File: src/shared/mdcs_pkg.sv
// constants, types and state layouts for the mixed decay chop sequencer
package mdcs_pkg;

  localparam int CLK_PERIOD_NS = 25;
  localparam int CLK_KHZ       = 40000;
  localparam int OSC_RATE_KHZ  = 920;
  localparam int OSC_DIV       = CLK_KHZ / OSC_RATE_KHZ;
  localparam int DIV_W         = 6;

  localparam int CHOP_CLKS = 16;
  localparam int PER_W     = 4;
  localparam logic [PER_W-1:0] PER_LAST = 4'hf;
  localparam logic [PER_W-1:0] PER_RST  = 4'h0;

  localparam int FAST_CLKS = 6;
  localparam int FAST_W    = 3;
  localparam logic [FAST_W-1:0] FAST_LAST = 3'h5;

  localparam int DEAD_NS  = 400;
  localparam int DEAD_CYC = (DEAD_NS + CLK_PERIOD_NS - 1) / CLK_PERIOD_NS;
  localparam int DEAD_W   = 5;

  localparam int BLANK_NS  = 1000;
  localparam int BLANK_CYC = (BLANK_NS + CLK_PERIOD_NS - 1) / CLK_PERIOD_NS;
  localparam int BLANK_W   = 6;

  localparam int VREF_W   = 13;
  localparam int ISENSE_W = 16;
  localparam int TRIP_W   = 17;
  localparam logic [TRIP_W-1:0] GAIN_NUM = 17'h00009;
  localparam int SINGLE_SHIFT = 2;
  localparam int DUAL_SHIFT   = 3;

  localparam logic [1:0] START_LAST = 2'h3;

  typedef enum logic [2:0] {
    PH_CHARGE = 3'b001,
    PH_FAST   = 3'b010,
    PH_SLOW   = 3'b100
  } mdcs_phase_t;

  typedef struct packed {
    logic in1;
    logic in2;
    logic pwm;
  } mdcs_ctrl_t;

  typedef struct packed {
    logic hi;
    logic lo;
  } mdcs_gate_t;

  localparam mdcs_gate_t GATE_OFF = 2'b00;
  localparam mdcs_gate_t GATE_HI  = 2'b10;
  localparam mdcs_gate_t GATE_LO  = 2'b01;

  typedef struct packed {
    mdcs_gate_t        gate;
    logic [DEAD_W-1:0] cnt;
  } mdcs_leg_state_t;

  typedef struct packed {
    logic [1:0]                 start;
    logic                       mode_done;
    logic                       mode_single;
    logic                       bm_s1;
    logic                       bm_s2;
    mdcs_ctrl_t [1:0]           c_s1;
    mdcs_ctrl_t [1:0]           c_s2;
    mdcs_ctrl_t [1:0]           c_prev;
    logic [DIV_W-1:0]           div;
    logic [PER_W-1:0]           per;
    logic [1:0][2:0]            phase;
    logic [1:0][FAST_W-1:0]     fast;
    logic [1:0][BLANK_W-1:0]    blank;
    logic [1:0][TRIP_W-1:0]     trip;
  } mdcs_top_state_t;

endpackage

File: src/rtl/mdcs_leg.sv
// one half-bridge leg with break-before-make dead time
`timescale 1ns/10ps
`default_nettype none
module mdcs_leg #(
  parameter int DEAD_CYC_P = mdcs_pkg::DEAD_CYC
) (
  input  wire logic                 clk,
  input  wire logic                 nrst,
  input  wire mdcs_pkg::mdcs_gate_t want,
  output var  mdcs_pkg::mdcs_gate_t gate
);
  import mdcs_pkg::*;

  if (DEAD_CYC_P < 1 || DEAD_CYC_P > 2**DEAD_W) begin : bad_dead
    $error("dead time count out of range");
  end

  localparam logic [DEAD_W-1:0] DEAD_LOAD = DEAD_W'(DEAD_CYC_P - 1);

  mdcs_leg_state_t st_reg;
  mdcs_leg_state_t st_next;
  logic [7:0]      off_run;

  always_comb begin
    st_next = st_reg;
    if (st_reg.cnt != '0) begin
      st_next.cnt = st_reg.cnt - 1'b1;
    end
    if (want != st_reg.gate) begin
      if (st_reg.gate != GATE_OFF) begin
        st_next.gate = GATE_OFF;
        st_next.cnt  = DEAD_LOAD;
      end else if (st_reg.cnt == '0 && !(want.hi && want.lo)) begin
        st_next.gate = want;
      end
    end
  end

  always_ff @(posedge clk or negedge nrst) begin
    if (!nrst) begin
      st_reg <= '0;
    end else begin
      st_reg <= st_next;
    end
  end

  assign gate = st_reg.gate;

  ////////////////////////////////////////////////////////////////////////////////
  // helper: length of the current all-off stretch
  always_ff @(posedge clk or negedge nrst) begin
    if (!nrst) begin
      off_run <= 8'hff;
    end else if (st_reg.gate != GATE_OFF) begin
      off_run <= 8'h00;
    end else if (off_run != 8'hff) begin
      off_run <= off_run + 8'h01;
    end
  end

  never_both_a: assert property (@(posedge clk) disable iff (!nrst)
    !(gate.hi && gate.lo))
    else $error("both transistors of a leg on");

  dead_gap_a: assert property (@(posedge clk) disable iff (!nrst)
    ($past(gate) == GATE_OFF && gate != GATE_OFF) |-> $past(off_run) >= DEAD_CYC_P - 1)
    else $error("leg switched on before dead time elapsed");

  dead_apply_a: assert property (@(posedge clk) disable iff (!nrst)
    (gate == GATE_OFF && want != GATE_OFF && !(want.hi && want.lo)
     && off_run >= DEAD_CYC_P - 1) |=> gate == $past(want))
    else $error("leg not driven after dead time");

endmodule
`default_nettype wire

File: src/rtl/mdcs_top.sv
// two-bridge mixed decay chopping sequencer with blanking and dead time
`timescale 1ns/10ps
`default_nettype none
// How it works
// - phases loop charge, fast decay, slow decay, charge, holding peak current at trip level
// - chopping period is sixteen internal oscillator clocks; phases switch inside it
// - charge until comparator reports trip level reached, then enter fast decay
// - fast decay lasts six oscillator clocks, then slow decay for the period remainder
// - trip with under six clocks left keeps fast decay until period end
// - every transistor change inserts 400 ns with both transistors of the leg off
// - trip level is vref times 2.25 single-bridge, 1.125 dual-bridge
// - control input transitions open a blanking window that masks the comparator
// - bridge mode high drives both bridges from first controls; latched at startup
module mdcs_top #(
  parameter int OSC_DIV_P   = mdcs_pkg::OSC_DIV,
  parameter int BLANK_CYC_P = mdcs_pkg::BLANK_CYC,
  parameter int DEAD_CYC_P  = mdcs_pkg::DEAD_CYC
) (
  input  wire logic                                     clk,
  input  wire logic                                     nrst,
  input  wire mdcs_pkg::mdcs_ctrl_t [1:0]               ctrl_pin,
  input  wire logic                                     bridge_mode_select,
  input  wire logic [1:0][mdcs_pkg::VREF_W-1:0]         vref_mv,
  input  wire logic [1:0][mdcs_pkg::ISENSE_W-1:0]       isense_ma,
  output var  mdcs_pkg::mdcs_gate_t [3:0]               gate,
  output logic [1:0][2:0]                               phase_out,
  output logic [1:0][mdcs_pkg::TRIP_W-1:0]              current_trip_level,
  output logic                                          bridge_mode_single
);
  import mdcs_pkg::*;

  if (OSC_DIV_P < 2 || OSC_DIV_P > 2**DIV_W) begin : bad_div
    $error("oscillator divider out of range");
  end
  if (BLANK_CYC_P < 1 || BLANK_CYC_P > 2**BLANK_W - 1) begin : bad_blank
    $error("blanking count out of range");
  end

  localparam logic [DIV_W-1:0]   DIV_LAST   = DIV_W'(OSC_DIV_P - 1);
  localparam logic [BLANK_W-1:0] BLANK_LOAD = BLANK_W'(BLANK_CYC_P);

  mdcs_top_state_t  st_reg;
  mdcs_top_state_t  st_next;
  mdcs_gate_t [3:0] want;
  logic             tick;
  logic             per_end;
  logic [1:0]       run;
  logic [1:0]       trip_ok;

  ////////////////////////////////////////////////////////////////////////////////
  // next state
  always_comb begin
    mdcs_ctrl_t            c;
    logic                  stby;
    logic                  act;
    logic [TRIP_W-1:0]     meas;
    logic [TRIP_W-1:0]     prod;
    logic [VREF_W-1:0]     vsel;
    int                    src;
    c       = '0;
    stby    = 1'b1;
    act     = 1'b0;
    meas    = '0;
    prod    = '0;
    vsel    = '0;
    src     = 0;
    st_next = st_reg;
    want    = '{default: GATE_OFF};
    run     = '0;
    trip_ok = '0;

    // pins pass two flops before use
    st_next.c_s1   = ctrl_pin;
    st_next.c_s2   = st_reg.c_s1;
    st_next.c_prev = st_reg.c_s2;
    st_next.bm_s1  = bridge_mode_select;
    st_next.bm_s2  = st_reg.bm_s1;

    // bridge mode caught once after the synchroniser has settled
    if (!st_reg.mode_done) begin
      if (st_reg.start == START_LAST) begin
        st_next.mode_done   = 1'b1;
        st_next.mode_single = st_reg.bm_s2;
      end else begin
        st_next.start = st_reg.start + 2'h1;
      end
    end

    // internal oscillator and chopping period
    tick    = (st_reg.div == DIV_LAST);
    per_end = tick && (st_reg.per == PER_LAST);
    if (tick) begin
      st_next.div = '0;
      st_next.per = st_reg.per + 4'h1;
    end else begin
      st_next.div = st_reg.div + 6'h01;
    end

    for (int b = 0; b < 2; b++) begin
      src  = st_reg.mode_single ? 0 : b;
      c    = st_reg.c_s2[src];
      stby = !st_reg.mode_done ||
             (st_reg.mode_single ? (st_reg.c_s2[0] == '0) : (st_reg.c_s2 == '0));
      act  = c.pwm && (c.in1 ^ c.in2);
      run[b] = act && !stby;

      // trip level from the reference voltage
      vsel = st_reg.mode_single ? vref_mv[0] : vref_mv[b];
      prod = {4'h0, vsel} * GAIN_NUM;
      st_next.trip[b] = st_reg.mode_single ? (prod >> SINGLE_SHIFT)
                                           : (prod >> DUAL_SHIFT);

      // blanking window after any control transition
      if (st_reg.c_s2[src] != st_reg.c_prev[src]) begin
        st_next.blank[b] = BLANK_LOAD;
      end else if (st_reg.blank[b] != '0) begin
        st_next.blank[b] = st_reg.blank[b] - 6'h01;
      end

      meas = st_reg.mode_single ? ({1'b0, isense_ma[0]} + {1'b0, isense_ma[1]})
                                : {1'b0, isense_ma[b]};
      trip_ok[b] = run[b] && (st_reg.blank[b] == '0) && (meas >= st_reg.trip[b])
                   && (st_reg.c_s2[src] == st_reg.c_prev[src]);

      // chopping sequence
      case (st_reg.phase[b])
        PH_CHARGE: begin
          if (trip_ok[b]) begin
            st_next.phase[b] = PH_FAST;
            st_next.fast[b]  = '0;
          end
        end
        PH_FAST: begin
          if (per_end) begin
            st_next.phase[b] = PH_CHARGE;
          end else if (tick) begin
            if (st_reg.fast[b] == FAST_LAST) begin
              st_next.phase[b] = PH_SLOW;
            end else begin
              st_next.fast[b] = st_reg.fast[b] + 3'h1;
            end
          end
        end
        PH_SLOW: begin
          if (per_end) begin
            st_next.phase[b] = PH_CHARGE;
          end
        end
        default: begin
          st_next.phase[b] = PH_CHARGE;
        end
      endcase
      if (!run[b]) begin
        st_next.phase[b] = PH_CHARGE;
        st_next.fast[b]  = '0;
      end

      // leg requests from drive mode and phase
      if (stby || !(c.in1 || c.in2)) begin
        want[2*b]   = GATE_OFF;
        want[2*b+1] = GATE_OFF;
      end else if (!act) begin
        want[2*b]   = GATE_LO;
        want[2*b+1] = GATE_LO;
      end else begin
        case (st_reg.phase[b])
          PH_CHARGE: begin
            want[2*b]   = c.in1 ? GATE_HI : GATE_LO;
            want[2*b+1] = c.in1 ? GATE_LO : GATE_HI;
          end
          PH_FAST: begin
            want[2*b]   = c.in1 ? GATE_LO : GATE_HI;
            want[2*b+1] = c.in1 ? GATE_HI : GATE_LO;
          end
          default: begin
            want[2*b]   = GATE_LO;
            want[2*b+1] = GATE_LO;
          end
        endcase
      end
    end
  end

  always_ff @(posedge clk or negedge nrst) begin
    if (!nrst) begin
      st_reg       <= '0;
      st_reg.phase <= {PH_CHARGE, PH_CHARGE};
    end else begin
      st_reg <= st_next;
    end
  end

  assign phase_out          = st_reg.phase;
  assign current_trip_level = st_reg.trip;
  assign bridge_mode_single = st_reg.mode_single;

  ////////////////////////////////////////////////////////////////////////////////
  // legs: 2b drives the plus output, 2b+1 the minus output
  for (genvar g = 0; g < 4; g++) begin : leg
    mdcs_leg #(
      .DEAD_CYC_P (DEAD_CYC_P)
    ) u_leg (
      .clk  (clk),
      .nrst (nrst),
      .want (want[g]),
      .gate (gate[g])
    );
  end

  ////////////////////////////////////////////////////////////////////////////////
  // checks
  period_step_a: assert property (@(posedge clk) disable iff (!nrst)
    tick |=> st_reg.per == 4'($past(st_reg.per) + 4'h1))
    else $error("period counter did not advance on oscillator clock");

  period_hold_a: assert property (@(posedge clk) disable iff (!nrst)
    !tick |=> $stable(st_reg.per) && (st_reg.div == 6'($past(st_reg.div) + 6'h01)))
    else $error("period counter moved between oscillator clocks");

  mode_hold_a: assert property (@(posedge clk) disable iff (!nrst)
    st_reg.mode_done |=> st_reg.mode_done && $stable(st_reg.mode_single))
    else $error("bridge mode changed after startup");

  for (genvar b = 0; b < 2; b++) begin : chk
    phase_order_a: assert property (@(posedge clk) disable iff (!nrst)
      $changed(st_reg.phase[b]) |-> (st_reg.phase[b] == PH_CHARGE)
        || (st_reg.phase[b] == PH_FAST && $past(st_reg.phase[b]) == PH_CHARGE)
        || (st_reg.phase[b] == PH_SLOW && $past(st_reg.phase[b]) == PH_FAST))
      else $error("illegal phase order");

    charge_exit_a: assert property (@(posedge clk) disable iff (!nrst)
      (st_reg.phase[b] == PH_CHARGE && trip_ok[b] && run[b]) |=> st_reg.phase[b] == PH_FAST)
      else $error("charge did not end at trip");

    fast_len_a: assert property (@(posedge clk) disable iff (!nrst)
      (st_reg.phase[b] == PH_FAST && st_reg.fast[b] == FAST_LAST && tick && !per_end
       && run[b]) |=> st_reg.phase[b] == PH_SLOW)
      else $error("fast decay did not end after six clocks");

    short_fast_a: assert property (@(posedge clk) disable iff (!nrst)
      (st_reg.phase[b] == PH_FAST && per_end) |=> st_reg.phase[b] == PH_CHARGE)
      else $error("fast decay did not end with the period");

    trip_lvl_a: assert property (@(posedge clk) disable iff (!nrst)
      st_reg.mode_done |=> current_trip_level[b] == (st_reg.mode_single
        ? ((17'($past(vref_mv[0])) * GAIN_NUM) >> SINGLE_SHIFT)
        : ((17'($past(vref_mv[b])) * GAIN_NUM) >> DUAL_SHIFT)))
      else $error("trip level does not match reference");

    blank_mask_a: assert property (@(posedge clk) disable iff (!nrst)
      (st_reg.phase[b] == PH_CHARGE && (st_reg.blank[b] != '0
       || st_reg.c_s2[st_reg.mode_single ? 0 : b] != st_reg.c_prev[st_reg.mode_single ? 0 : b]))
      |=> st_reg.phase[b] != PH_FAST)
      else $error("trip taken inside blanking window");

    charge_hold_a: assert property (@(posedge clk) disable iff (!nrst)
      (st_reg.phase[b] == PH_CHARGE && !trip_ok[b]) |=> st_reg.phase[b] == PH_CHARGE)
      else $error("charge left without trip");
  end

endmodule
`default_nettype wire

File: config.mk
export PLATFORM = sky130hd
export DESIGN_NAME = mdcs_top
export DESIGN_NICKNAME = d
export VERILOG_FILES = /design/src/shared/mdcs_pkg.sv /design/src/rtl/mdcs_leg.sv /design/src/rtl/mdcs_top.sv
export SDC_FILE = /design/constraint.sdc
export NUM_CORES = 1
export LEC_CHECK = 0
export ABC_AREA = 1
export CORE_AREA = 3 3 133 135
export CTS_BUF_LIST = sky130_fd_sc_hd__clkbuf_16
export DETAILED_ROUTE_END_ITERATION = 10
export DIE_AREA = 0 0 136 138
export DONT_BUFFER_PORTS = 1
export PLACE_DENSITY = 0.73
export SLEW_MARGIN = 10
export SYNTH_ARGS = -nofsm -noshare
export SYNTH_HDL_FRONTEND = slang
export SYNTH_SLANG_ARGS = --single-unit
File: constraint.sdc
create_clock -name clk -period 2.9 [get_ports clk]
set_input_delay 0.145 -clock clk [delete_from_list [all_inputs] [get_ports clk]]
set_output_delay 0.145 -clock clk [all_outputs]
set_load 0.01 [all_outputs]
* Word level (Yosys, flattened, before mapping) *
Index checks and enable logic that the tools add are counted.

storage, ports and cells
  register bits after elaboration = 116
  input bits = 67
  output and inout bits = 49
  logic and storage cells = 242

cells by class
  $add $sub $neg = 12
  $mul = 2
  $lt $le $gt $ge = 3
  equal/unequal tests = 35
  mux-type cells = 75
  bitwise logic cells = 4
  reduce and logical (&&, ||, !) cells = 66

operators by type and width
  cell                                                 count
  two-way mux 3 bit                                    27
  two-way mux 5 bit                                    12
  greater-or-equal comparator 17 x 15 -> 1 bit         2
  multiplier 13 x 4 -> 17 bit (second input constant)  2
  two-way mux 17 bit                                   2
  two-way mux 15 bit                                   2
  two-way mux 6 bit                                    5
  != test 3 bit (second input constant)                10
  two-way mux 2 bit                                    14
  zero test 5 bit                                      4
  nonzero test 2 bit                                   10
  nonzero test 5 bit                                   4
  subtractor 5 x 1 -> 5 bit (second input constant)    4
  logical AND 1 bit                                    19
  zero test 6 bit                                      3
  one-hot mux 3 bit (3 select lines)                   2
  adder 16 x 16 -> 17 bit                              1
  two-way mux 4 bit                                    4
  != test 4 bit (second input constant)                4
  one-hot mux 4 bit (2 select lines)                   2
  two-way mux 13 bit                                   1
  == test 3 bit (second input constant)                4
  one-hot mux 3 bit (2 select lines)                   2
  AND reduction 2 bit                                  6
  other kinds (24)                                     51

* Longest topological paths before layout *
  depth after elaboration = 13
  gate-level depth with buffers = 28
  mapped depth without buffers = 28

* Hierarchy *
From an unflattened synthesis, not the netlist that was laid out.

second synthesis, totals
  cells, all modules = 1221
  area total of the unflattened synthesis = 9107.5 µm²

by module, submodules not included
  module    times used  cells each  area each (µm²)  seq. area each (µm²)
  mdcs_top  1           977         7285.7           2204.6
  mdcs_leg  4           61          455.4            175.2

* Worst setup path before layout *
OpenSTA, ideal clock, no wires.

  path type = register to register
  start point = register st_reg, in the netlist bridge_mode_single
  end point = register st_reg, in the netlist current_trip_level[29]
  setup time = 0.066 ns
  arrival time = 3.022 ns
  required time = 2.834 ns
  slack = -0.188 ns
  stages on the path, launching flop included = 18
  buffers on the path = 4
  clock period less this slack = 3.088 ns
  cells stage by stage = dfrtp_1 -> buf_6 -> buf_6 -> clkbuf_1 -> clkbuf_1 -> nand2_1 -> nand2_1 -> ha_1 -> ha_1 -> fa_1 -> nand3_1 -> nand3_1 -> nand2_1 -> nand2_1 -> a31oi_1 -> xor2_1 -> nand2_1 -> nand2_1

RTL lines
  item                    line             text
  from (decl)             mdcs_top.sv:42   mdcs_top_state_t st_reg;
  from (signal assigned)  mdcs_top.sv:189  st_reg <= st_next;

==> key figures <==
Clocking
  – Worst skew pair latency: 0.42 ns
  – H-tree depth reported by CTS: 4
  – CTS tree: done
  – Root buffer cell: clkbuf_16
  – Total CTS buffers: 17
  – Clk slew on worst S/H paths: ~0.06 ns
  – Clk sink count: around 120
  – Clock buffer depth: 2

Layout
  – Fill cells: 1505
  – Finished Core Util: 59.5%
  – Fraction of layout cells with a size suffix above 1: between 10% and 20%
  – Fin nets: 1369
  – Non-Filler Instances: ~1400
  – Area grow syn2layout: 9.91%
  – Final Cell Area: between 9000 and 10000 µm²
  – Diode count: 0
  – Largest register FFs: 38

Setup path
  – Crit start category: register
  – FF-to-FF Start: bridge_mode_single
  – Worst Setup Path Type: register to register
  – Critical-path top delay cell: dfrtp_4
  – R2R setup slack: roughly 0.15 ns
  – WP data required: between 3 and 4 ns
  – Worst R2R End: current_trip_level[30]
  – R2R cell count: 12
  – Setup crit end: current_trip_level[30]
  – Crit. End Element: register
  – Launch point of the critical path: bridge_mode_single
  – Worst-path cell chain: buf_4, nand2_1, nand2_1, ha_1, ha_1, inv_1, nor4_1, nand2_1, nand2_1, a31oi_2, or2_2, o21ai_1
  – WP data arrival: approximately 3.1 ns
  – Critical Path Most Common Cell: nand2_1
  – Critical Path Max Stage Delay: 0.54 ns
  – CP Max Fanout: 14

Placement
  – Port-buffer cells: 0
  – Gpl congestion: between 0.9 and 1
  – DP Cell Count: about 1400
  – Hpwl dp: between 15000 and 20000 µm
  – Post-Place Worst Slack: -0.345 ns
  – Area after DPL: 8990 µm²

Timing
  – Min Hold Slack: between 0.02 and 0.03 ns
  – Final count of hold timing violations: 0
  – Final setup violation count: 0
  – Clock Skew: roughly 0.02 ns
  – Slew Limit Fails: 0
  – Slack of the critical path: around 0.15 ns
  – Fmax: about 360 MHz
  – Slew HR: about 60%
  – Fin Setup TNS: 0 ns
  – Min Tclk post-route: 2.75 ns
  – Least-Margin Pin Slew: roughly 0.6 ns
  – Final Cycle Share: a little over nine tenths

Min path
  – Hold Path Class: input pin to register
  – Hold Path Cell Cnt: 3

Global route
  – Initial antenna violation count: 0
  – Largest net degree at the start of global routing: between 100 and 150
  – Total GRT Usage: between 20% and 30%
  – Grt total ovfl: 0
  – First-pass GRT wire length: about 33000 µm
  – Vias in the first global route: about 7000

Yosys
  – Synth Flop Type: dfrtp_1
  – Number of flops mapped to enable cells by yosys: 0
  – Yosys cell types: between 50 and 60
  – Gate Count Post-Synth: between 1000 and 1500
  – Sequential area share after synthesis: 32.4%
  – Syn Area/Cell: 7.47 µm²
  – Number of synthesis warnings: 0
  – Mapped cell area: ~9000 µm²
  – Asr flop ratio synth: 100%
  – FF+latch count, synth: around 120

Pwr
  – Net Sw Frac: between 30% and 40%
  – Sw Pwr: between 2 and 2.5 mW
  – Design Power: around 6 mW
  – Power Density: just over 600 nW/µm²
  – Combinational fraction of design power: 31.1%
  – Flop pwr share: between 30% and 40%
  – Clock power frac: between 30% and 40%
  – Leakage: 5.27 nW
  – Worst VDD drop: about 0.49 mV
  – Int Pwr: 3.85 mW

Status
  – Status: complete, no violations

Routing
  – Routed WL: 19800 µm
  – Via count: roughly 7400
  – Vias/cell: 5.18
  – Post-route DRC: 0
  – Routed length per placed instance: 13.8 µm
  – Final ANT Viol Nets: 0
  – Drt first-iter violations: 479
  – Router iterations before antenna repair: 7

Floorplan
  – Total core area: roughly 17000 µm²
  – Starting Density: between 50% and 60%
  – Site Rows: 47
  – Die area: roughly 19000 µm²
  – Die Wd: ~140 µm
  – Die outline height: 138 µm
  – I/O Pins: 116

Flow run
  – Max-cap violations: 0
[cell usage after synthesis, types with 2 or more instances]
| library cell | n | area (µm²) |
|---|---|---|
| a211oi_1 | 3 | 22.5 |
| a21o_1 | 2 | 15.0 |
| a21oi_1 | 61 | 305 |
| a31oi_1 | 4 | 25.0 |
| and2_1 | 3 | 18.8 |
| and3_1 | 6 | 37.5 |
| buf_1 | 3 | 11.3 |
| buf_4 | 48 | 360 |
| buf_6 | 2 | 22.5 |
| clkbuf_1 | 9 | 33.8 |
| dfrtp_1 | 114 | 2850 |
| dfstp_2 | 2 | 52.6 |
| fa_1 | 3 | 60.1 |
| ha_1 | 102 | 1280 |
| inv_1 | 178 | 668 |
| inv_2 | 5 | 18.8 |
| mux2i_1 | 4 | 40.0 |
| nand2_1 | 305 | 1140 |
| nand2_2 | 10 | 62.6 |
| nand2_4 | 3 | 33.8 |
| nand3_1 | 61 | 305 |
| nand3_2 | 2 | 20.0 |
| nand3b_1 | 4 | 30.0 |
| nand4_1 | 6 | 37.5 |
| nor2_1 | 97 | 364 |
| nor2_2 | 2 | 12.5 |
| nor2_4 | 4 | 45.0 |
| nor3_1 | 15 | 75.1 |
| nor3_2 | 2 | 20.0 |
| o2111ai_1 | 7 | 61.3 |
| o211ai_1 | 7 | 52.6 |
| o21ai_0 | 51 | 255 |
| o21ai_1 | 5 | 25.0 |
| o21ai_2 | 4 | 35.0 |
| o21bai_1 | 3 | 22.5 |
| o31ai_1 | 5 | 37.5 |
| or2_2 | 4 | 25.0 |
| xnor2_1 | 16 | 140 |
| xor2_1 | 27 | 236 |
[worst max-delay path, delay by kind of cell, from the launching register on]
family,cells,cell delay [ns]
fa+ha+maj,2,0.67
buf+inv,2,0.29
flops,1,0.54
simple gates,6,0.94
compound gates,2,0.23
[area by class of cell]
class                           instances  area [µm²]  share of cell area (%)
Clock buffer                           17         425                    4.31
Multi-Input combinational cell        840        5060                    51.3
Tap cell                              220         275                    2.79
Inverter                              185         708                    7.18
Clock inverter                         15         143                    1.45
Sequential cell                       116        2910                    29.5
Timing Repair Buffer                   37         347                    3.51
[logic make-up after synthesis]
logic type / after synthesis / synth area share, %
AO/OA/AOI/OAI: 158 / 10.4
XOR/XNOR: 43 / 4.20
adder cells (fa/ha/maj): 105 / 14.9
buffers and inverters: 248 / 12.6
flip-flops: 116 / 32.4
multiplexers: 4 / 0.446
other: 1 / 0.0418
AND/OR/NAND/NOR: 526 / 25.0
[worst min-delay path by stage]
| stage | start | end | slack [ns] |
|---|---|---|---|
| after floorplan | nrst | bridge_mode_single | -0.15 |
| after global placement | nrst | current_trip_level[0] | -0.14 |
| after CTS | vref_mv[3] | current_trip_level[1] | 0.01 |
| final | vref_mv[3] | current_trip_level[1] | 0.03 |
| after detailed placement | nrst | current_trip_level[1] | -0.14 |
| after global routing | vref_mv[3] | current_trip_level[0] | 0.03 |
[power by group through the flow]
stage	registers [mW]	logic (mW)	clock network [mW]
final	2.22	1.90	1.99
after global routing	2.25	2.23	2.11
after CTS	2.22	1.85	2.03
after detailed placement	2.24	1.79	0
after global placement	2.24	1.73	0
after floorplan	2.07	1.68	0
[metal layers]
metal  up-vias  global-route usage (%)  wire length [µm]
li1       3797                       -                 -
met1      3397                    30.1              9240
met2       192                    32.6              8710
met3        24                    5.67              1450
met4         0                    6.84               376
met5         -                       0                 0
[cell usage in the layout, fill, tap and decap left out, types with 6 or more instances in the layout]
cell / Yosys / layout
and3_1: 6 / 6
inv_1: 178 / 177
o2111ai_1: 7 / 7
nor2_1: 97 / 97
dfrtp_1: 114 / 113
o211ai_1: 7 / 7
xnor2_1: 16 / 15
xor2_1: 27 / 27
clkbuf_16: 0 / 17
inv_2: 5 / 6
o21ai_1: 5 / 8
ha_1: 102 / 100
nand2_1: 305 / 301
a21oi_2: 1 / 6
o21ai_0: 51 / 48
nand3_1: 61 / 57
nand2_2: 10 / 12
nor3_1: 15 / 15
buf_4: 48 / 21
a21oi_1: 61 / 56
inv_6: 1 / 7
dlygate4sd3_1: 0 / 13
nand4_1: 6 / 6
[what timing repair did]
| item | CTS | global route |
|---|---|---|
| gates resized for setup | 0 | 28 |
| endpoints found under the setup margin | 0 | 18 |
| hold buffers | 14 | 0 |
| setup buffers | 0 | 2 |
| hold endpoints to repair | 131 | 0 |
Note: power is estimated with default switching activity, not from simulation.
